$ cat config.mk
export PLATFORM = sky130hd
export DESIGN_NAME = dac_output_state_control
export DESIGN_NICKNAME = d
export VERILOG_FILES = /design/src/include/dac_ctl_pkg.sv /design/src/hw/dac_output_state_control.sv
export SDC_FILE = /design/constraint.sdc
export NUM_CORES = 1
export LEC_CHECK = 0
export BUFFER_PORTS_ARGS = -buffer_cell sky130_fd_sc_hd__buf_2
export CAP_MARGIN = 20
export CORE_ASPECT_RATIO = 0.7
export CORE_MARGIN = 5
export CORE_UTILIZATION = 40
export DETAILED_ROUTE_END_ITERATION = 8
export GPL_TIMING_DRIVEN = 1
export HOLD_SLACK_MARGIN = 0.15
export SLEW_MARGIN = 20
export SYNTH_ARGS = -nofsm -noshare
export SYNTH_HDL_FRONTEND = slang
export SYNTH_SLANG_ARGS = --single-unit
$ cat constraint.sdc
create_clock -name mclk -period 1.94 [get_ports mclk]
set_input_delay 0 -clock mclk [delete_from_list [all_inputs] [get_ports mclk]]
set_output_delay 0 -clock mclk [all_outputs]
set_load 0.1 [all_outputs]
$ cat src/include/dac_ctl_pkg.sv
// Constants and carriers for the DAC output state control block.
// Assumes a single 20 MHz clock domain and a plain register port.
package dac_ctl_pkg;

    localparam int ADDR_W = 4;
    localparam int DATA_W = 24;
    localparam int CODE_W = 18;

    // Register indices (byte address = index, plain port)
    localparam logic [3:0] ADDR_DAC = 4'h1;
    localparam logic [3:0] ADDR_CTRL = 4'h2;
    localparam logic [3:0] ADDR_CLEARCODE = 4'h3;
    localparam logic [3:0] ADDR_SWCTRL = 4'h4;
    localparam logic [3:0] ADDR_STATUS = 4'h5;

    // Control register field positions
    localparam int CTRL_FBR_BIT = 1;
    localparam int CTRL_CLAMP_BIT = 2;
    localparam int CTRL_TRI_BIT = 3;
    localparam int CTRL_FMT_BIT = 4;

    // Software pulse control field positions
    localparam int SW_LOAD_BIT = 0;
    localparam int SW_CLEAR_BIT = 1;
    localparam int SW_RESET_BIT = 2;

    // Code field position inside the 24-bit data word
    localparam int CODE_LSB = 2;

    // Reset values
    localparam logic [17:0] CODE_RESET = 18'h00000;
    localparam logic CLAMP_RESET = 1'b1;
    localparam logic TRI_RESET = 1'b1;
    localparam logic FMT_RESET = 1'b0;
    localparam logic FBR_RESET = 1'b0;
    localparam logic [23:0] RDATA_RESET = 24'h000000;

    // Output state of the analog stage
    typedef enum logic [1:0] {
        OUT_NORMAL,
        OUT_TRISTATE,
        OUT_CLAMPED
    } out_state_e;

    // Control fields carried together
    typedef struct packed {
        logic fmt_offset_bin;
        logic dac_tristate;
        logic output_ground_clamp;
        logic feedback_resistor_buffer;
    } ctrl_s;

    localparam ctrl_s CTRL_RESET = '{
        fmt_offset_bin: FMT_RESET,
        dac_tristate: TRI_RESET,
        output_ground_clamp: CLAMP_RESET,
        feedback_resistor_buffer: FBR_RESET
    };

endpackage : dac_ctl_pkg

$ cat src/hw/dac_output_state_control.sv
// DAC output state control: registers, one-shot functions, output state.
// Assumes a host on the plain register port in the mclk domain and an
// external load-update pin from outside that domain (synchronised here).
//
// The implementer's own choices: the address-and-strobe port and the address map.

// What this block does
// - Load function copies input value to DAC
// - Clear function loads clear code, updates output
// - Reset function restores power-on state
// - Power-on sets all registers to defaults
// - Power-on: core tristated, output clamped to ground
// - Only control write releases power-on condition
// - Clearing both bits enters normal mode
// - Released output shows reset DAC value
// - Output state decoded from two bits
// - Clamp set keeps core tristated regardless
// - Format bit zero twos complement, one offset
// - Clear ignored while load pin low
module dac_output_state_control (
    input wire logic mclk,
    input wire logic reset_n,
    input wire logic [3:0] addr,
    input wire logic [23:0] wdata,
    input wire logic wr_stb,
    input wire logic rd_stb,
    output logic [23:0] rdata,
    input wire logic load_update_pin_n,
    output logic [17:0] dac_code,
    output logic [1:0] out_state,
    output logic core_tristate,
    output logic ground_clamp,
    output logic feedback_resistor_buffer,
    output logic code_format_select
);

    logic ld_meta_q;
    logic ld_sync_q;
    logic [17:0] input_q;
    logic [17:0] dac_q;
    logic [17:0] clear_code_q;
    dac_ctl_pkg::ctrl_s ctrl_q;
    dac_ctl_pkg::ctrl_s ctrl_d;
    dac_ctl_pkg::out_state_e state_q;
    logic core_tri_q;
    logic clamp_q;
    logic [23:0] rdata_q;
    logic wr_ctrl;
    logic wr_sw;
    logic sw_load;
    logic sw_clear;
    logic sw_reset;
    logic [17:0] wcode;

    // Extract the 18-bit code field from a data word
    function automatic logic [17:0] code_of(input logic [23:0] w);
        code_of = w[dac_ctl_pkg::CODE_LSB +: dac_ctl_pkg::CODE_W];
    endfunction : code_of

    // Place an 18-bit code into a data word
    function automatic logic [23:0] word_of(input logic [17:0] c);
        word_of = {4'h0, c, 2'h0};
    endfunction : word_of

    // Address decode; function bits are not stored anywhere
    assign wr_ctrl = wr_stb && (addr == dac_ctl_pkg::ADDR_CTRL);
    assign wr_sw = wr_stb && (addr == dac_ctl_pkg::ADDR_SWCTRL);
    assign sw_load = wr_sw && wdata[dac_ctl_pkg::SW_LOAD_BIT];
    assign sw_clear = wr_sw && wdata[dac_ctl_pkg::SW_CLEAR_BIT];
    assign sw_reset = wr_sw && wdata[dac_ctl_pkg::SW_RESET_BIT];
    assign wcode = code_of(wdata);

    // Two-stage synchroniser for the external load-update pin
    always_ff @(posedge mclk or negedge reset_n) begin
        if (!reset_n) begin
            ld_meta_q <= 1'b1;
            ld_sync_q <= 1'b1;
        end else begin
            ld_meta_q <= load_update_pin_n;
            ld_sync_q <= ld_meta_q;
        end
    end

    // Pending input value, written by the host
    always_ff @(posedge mclk or negedge reset_n) begin
        if (!reset_n) begin
            input_q <= dac_ctl_pkg::CODE_RESET;
        end else if (sw_reset) begin
            input_q <= dac_ctl_pkg::CODE_RESET;
        end else if (wr_stb && addr == dac_ctl_pkg::ADDR_DAC) begin
            input_q <= wcode;
        end
    end

    always_ff @(posedge mclk or negedge reset_n) begin
        if (!reset_n) begin
            clear_code_q <= dac_ctl_pkg::CODE_RESET;
        end else if (sw_reset) begin
            clear_code_q <= dac_ctl_pkg::CODE_RESET;
        end else if (wr_stb && addr == dac_ctl_pkg::ADDR_CLEARCODE) begin
            clear_code_q <= wcode;
        end
    end

    // DAC register; reset content maps to midscale in the reset twos complement format.
    // Reset beats clear beats load when several bits share one write.
    always_ff @(posedge mclk or negedge reset_n) begin
        if (!reset_n) begin
            dac_q <= dac_ctl_pkg::CODE_RESET;
        end else if (sw_reset) begin
            dac_q <= dac_ctl_pkg::CODE_RESET;
        end else if (sw_clear && ld_sync_q) begin
            dac_q <= clear_code_q;
        end else if (sw_load) begin
            dac_q <= input_q;
        end
    end

    // Next control value from a control write
    always_comb begin
        ctrl_d = ctrl_q;
        if (wr_ctrl) begin
            ctrl_d.fmt_offset_bin = wdata[dac_ctl_pkg::CTRL_FMT_BIT];
            ctrl_d.dac_tristate = wdata[dac_ctl_pkg::CTRL_TRI_BIT];
            ctrl_d.output_ground_clamp = wdata[dac_ctl_pkg::CTRL_CLAMP_BIT];
            ctrl_d.feedback_resistor_buffer =
                wdata[dac_ctl_pkg::CTRL_FBR_BIT];
        end
    end

    // Control register; only a control write or a soft reset changes it
    always_ff @(posedge mclk or negedge reset_n) begin
        if (!reset_n) begin
            ctrl_q <= dac_ctl_pkg::CTRL_RESET;
        end else if (sw_reset) begin
            ctrl_q <= dac_ctl_pkg::CTRL_RESET;
        end else begin
            ctrl_q <= ctrl_d;
        end
    end

    // Output state decode, registered so outputs come from flops.
    // Computed from ctrl_d so the state follows the register exactly.
    always_ff @(posedge mclk or negedge reset_n) begin
        if (!reset_n) begin
            state_q <= dac_ctl_pkg::OUT_CLAMPED;
            core_tri_q <= 1'b1;
            clamp_q <= 1'b1;
        end else if (sw_reset) begin
            state_q <= dac_ctl_pkg::OUT_CLAMPED;
            core_tri_q <= 1'b1;
            clamp_q <= 1'b1;
        end else if (ctrl_d.output_ground_clamp) begin
            state_q <= dac_ctl_pkg::OUT_CLAMPED;
            core_tri_q <= 1'b1;
            clamp_q <= 1'b1;
        end else if (ctrl_d.dac_tristate) begin
            state_q <= dac_ctl_pkg::OUT_TRISTATE;
            core_tri_q <= 1'b1;
            clamp_q <= 1'b0;
        end else begin
            state_q <= dac_ctl_pkg::OUT_NORMAL;
            core_tri_q <= 1'b0;
            clamp_q <= 1'b0;
        end
    end

    // Read data, valid only in the cycle after the read strobe.
    // Software control is write only and reads as zero.
    always_ff @(posedge mclk or negedge reset_n) begin
        if (!reset_n) begin
            rdata_q <= dac_ctl_pkg::RDATA_RESET;
        end else if (rd_stb) begin
            unique case (addr)
                dac_ctl_pkg::ADDR_DAC: rdata_q <= word_of(dac_q);
                dac_ctl_pkg::ADDR_CLEARCODE: rdata_q <= word_of(clear_code_q);
                dac_ctl_pkg::ADDR_CTRL: begin
                    rdata_q <= dac_ctl_pkg::RDATA_RESET;
                    rdata_q[dac_ctl_pkg::CTRL_FMT_BIT] <= ctrl_q.fmt_offset_bin;
                    rdata_q[dac_ctl_pkg::CTRL_TRI_BIT] <= ctrl_q.dac_tristate;
                    rdata_q[dac_ctl_pkg::CTRL_CLAMP_BIT] <=
                        ctrl_q.output_ground_clamp;
                    rdata_q[dac_ctl_pkg::CTRL_FBR_BIT] <=
                        ctrl_q.feedback_resistor_buffer;
                end
                dac_ctl_pkg::ADDR_STATUS: rdata_q <= {22'h000000, state_q};
                default: rdata_q <= dac_ctl_pkg::RDATA_RESET;
            endcase
        end else begin
            rdata_q <= dac_ctl_pkg::RDATA_RESET;
        end
    end

    // Outputs straight from flip-flops
    assign rdata = rdata_q;
    assign dac_code = dac_q;
    assign out_state = state_q;
    assign core_tristate = core_tri_q;
    assign ground_clamp = clamp_q;
    assign feedback_resistor_buffer = ctrl_q.feedback_resistor_buffer;
    assign code_format_select = ctrl_q.fmt_offset_bin;

endmodule : dac_output_state_control

==> flow_summary_export.csv <==
group,metric,value,unit
timing,clock.fmax,0.562,GHz
floorplan,die_y,88.7,um
run,drv_cap,0,
worst_setup_path,worstSetupPathType,"input port to register",
power_and_ir_drop,ir_worst_vdd,0.561,mV
min_path,min_path_type,"input port to register",
clock_network,clock_latency,0.34,ns
clock_network,h-tree-depth,3,
timing,setup_viol,0,
placed_design,place_congestion,0.772,
detailed_routing,firstDrtPassIters,5,
placed_design,portBuffers,72,
placed_design,placed_area,4050,um^2
worst_setup_path,crit_path_cell_trace,"dlygate4sd3_1 > buf_2 > nand3b_4 > nor4b_2 > buf_4 > nor3_1 > a22o_1",
global_route,antenna_found_initial,0,
worst_setup_path,critPathArrivalTime,2.01,ns
global_route,gr-usage-all-layers,18.4,%
cells_and_area,nets,485,
clock_network,tritoncts,"yes",
clock_network,cts_root_buf,"clkbuf_16",
min_path,min_path_cells,3,
cells_and_area,drive_gt1_share,24.3,%
worst_setup_path,path_depth,7,
run_status,outcome,"finished, final reports clean",
synth,ys_ff_latch,82,
synth,yosysSeqAreaShare,58.1,%
detailed_routing,drc,0,
worst_setup_path,cp-start-kind,"input port",
cells_and_area,n_fill_cell,837,
synth,synth_edf_count,0,
worst_setup_path,end_kind,"register",
worst_setup_path,critPathTopFamily,"buffers and inverters",
clock_network,postCtsSetupBuffers,0,
worst_setup_path,critPathMaxStageDelay,0.52,ns
worst_setup_path,cp.buffers_inverters,3,
detailed_routing,wl_per_cell,16.2,um
floorplan,core-area,8550,um^2
synth,synth.distinct_cells,35,
placed_design,dp_hpwl,6080,um
detailed_routing,drtIter0Drc,206,
clock_network,numCtsBuffers,9,
floorplan,io_pins,81,
synth,ys_warn_count,0,
power_and_ir_drop,p_total,5.38,mW
timing,setup_tns,0,ns
clock_network,clock_path_buffers,2,
timing,skew,0.00681,ns
synth,syn_inst,359,
worst_setup_path,cp_max_fo,40,
detailed_routing,wl,9330,um
power_and_ir_drop,power.density,1170,nW/um^2
cells_and_area,postLayoutCellArea,4610,um^2
global_route,grt_pass1_vias,2943,
worst_setup_path,reg2reg_depth,5,
cells_and_area,areaGrowthSynthToFinish,30.3,%
floorplan,num_rows,28,
worst_setup_path,reg2reg_slack,0.31,ns
floorplan,die_w,122,um
detailed_routing,via_per_inst,4.99,
cells_and_area,final_cells,577,
detailed_routing,num_vias,2879,
timing,final-hold-violation-count,0,
timing,rsz0062_at_grt,"false",
global_route,grt_pass1_wl,15400,um
timing,worst_slew_pin_slew,0.952,ns
synth,syn_area,3540,um^2
clock_network,clk_pin_slew,0.06,ns
floorplan,start_util,41.4,%
timing,maxSlewHeadroom,36.3,%
timing,final.min_clock_period,1.78,ns
synth,avgSynthCellArea,9.86,um^2
synth,synthFlopType,"dfrtp_1",
global_route,grt-ovfl-total,0,
synth,async_flop_share,100,%
detailed_routing,ant_nets,0,
clock_network,cts.sinks,82,
worst_setup_path,critPathSlowestCell,"dlygate4sd3_1",
worst_setup_path,worstPathRequired,2.17,ns
power_and_ir_drop,leakagePower,2.30,nW
floorplan,die_area,10900,um^2
timing,maxSlewViolCount,0,
timing,fin_crit_sh,91.7,%
placed_design,place_inst,536,
global_route,grt_max_degree,48,
cells_and_area,num_antenna_cells,0,
==> registers in the layout (all words and copies together), names as in the netlist <==
register,flops
clear_code_q,18
code_format_select,1
core_tristate,1
ctrl_q,1
dac_code,18
feedback_resistor_buffer,1
ground_clamp,1
input_q,18
ld_meta_q,1
ld_sync_q,1
out_state,1
rdata,20
==> metal layers <==
metal / part of all wire (%) / GRT usage, % / up-vias
met5: 0 / 0 / -
met4: 1.2 / 4.78 / 0
met3: 6.7 / 4.86 / 12
met2: 47 / 29.8 / 87
met1: 45 / 24.8 / 1396
li1: - / - / 1384
==> cells in the mapped netlist, types with 3 or more instances <==
| master | number | share of area (%) |
|---|---|---|
| nand2_1 | 97 | 10 |
| dfrtp_1 | 77 | 54 |
| a21oi_1 | 37 | 5.2 |
| nor2_1 | 22 | 2.3 |
| a22oi_1 | 19 | 4.0 |
| mux2i_1 | 18 | 5.1 |
| buf_2 | 13 | 1.8 |
| o21ai_0 | 10 | 1.4 |
| o21ai_1 | 10 | 1.4 |
| clkbuf_1 | 9 | 0.95 |
| buf_4 | 5 | 1.1 |
| dfstp_2 | 5 | 3.7 |
| nor3_1 | 4 | 0.57 |
| buf_6 | 3 | 0.95 |
| nor2b_1 | 3 | 0.53 |
| nor4_1 | 3 | 0.53 |
==> worst paths after layout <==
check	from	endpoint
setup / recovery	addr[2]	out_state[0]$_DFF_PN0_
setup reg to reg	ld_sync_q$_DFF_PN1_	dac_code[13]$_DFFE_PN0P_
max in group asynchronous	reset_n	ground_clamp$_DFF_PN1_
hold reg to reg	ld_meta_q$_DFF_PN1_	ld_sync_q$_DFF_PN1_
min in group asynchronous	reset_n	rdata[2]$_DFF_PN0_
hold / removal	addr[1]	rdata[2]$_DFF_PN0_
==> kinds of logic after synthesis <==
kind of cell | Yosys count | share of synthesized area (%)
buf+inv | 33 | 5.16
compound gates | 80 | 13.0
other cells | 1 | 0.106
simple gates | 143 | 17.9
mux | 20 | 5.72
flops | 82 | 58.1
==> placed cells by master (no fill, tap or decap), drive strengths merged <==
| cell type | synthesis | layout |
|---|---|---|
| nand3b | 2 | 2 |
| mux2i | 18 | 18 |
| and2 | 2 | 2 |
| a211o | 1 | 1 |
| a21oi | 37 | 37 |
| clkinv | 0 | 2 |
| or2 | 1 | 1 |
| bufinv | 0 | 2 |
| dfrtp | 77 | 77 |
| or4 | 2 | 2 |
| and4 | 1 | 1 |
| nor2b | 3 | 3 |
| dfstp | 5 | 5 |
| nor2 | 22 | 22 |
| clkinvlp | 0 | 1 |
| o21ai | 20 | 20 |
| clkbuf | 10 | 11 |
| nand3 | 2 | 2 |
| mux2 | 2 | 2 |
| a22oi | 19 | 19 |
| nor4b | 2 | 2 |
| and3 | 1 | 1 |
| conb | 1 | 4 |
| buf | 21 | 85 |
| inv | 2 | 2 |
| nor4 | 3 | 3 |
| nor3 | 4 | 4 |
| dlygate4sd3 | 0 | 25 |
| a22o | 1 | 1 |
| nand2 | 97 | 97 |
| nor4bb | 1 | 1 |
| o211ai | 1 | 1 |
| a211oi | 1 | 1 |
==> per-stage QoR <==
step	utilization, %	hold WS [ns]	setup WS [ns]
detailed placement	47.3	0.0643	0.107
global placement	47.3	0.0631	0.159
global route	54.0	0.228	0.0333
CTS	53.9	0.161	0.0243
finish	54.0	0.176	0.160
floorplan	-	-0.296	0.184
==> power breakdown <==
part           leakage (nW)  internal [mW]  total (mW)  switching (mW)
combinational          1.08          0.317        1.43            1.11
clock                 0.150           1.13        1.80           0.669
sequential             1.08           1.97        2.15           0.184
==> worst reg2reg max path, stage by stage (launching register included) <==
cell and delay [ns]:
dfstp_2 0.52, nand2_1 0.04, or4_1 0.39, buf_4 0.26, mux2i_1 0.23, o21ai_1 0.08
==> area by class of cell <==
| cell class | count | area, um^2 | area share, % |
|---|---|---|---|
| repair buffers | 110 | 748 | 16.2 |
| multi-input cells | 247 | 1340 | 28.9 |
| flip-flops and latches | 82 | 2060 | 44.6 |
| clock inverters | 5 | 81.3 | 1.76 |
| clock buffers | 11 | 233 | 5.04 |
| well taps | 120 | 150 | 3.25 |
| inverters | 2 | 7.51 | 0.163 |
==> what timing repair did <==
item / 4_1_cts / 5_1_grt
resized for setup: 0 / 2
hold buffers: 25 / 0
setup endpoints to repair: 0 / 18
endpoints found under the hold margin: 118 / 0
Note: power is estimated with default switching activity, not from simulation.
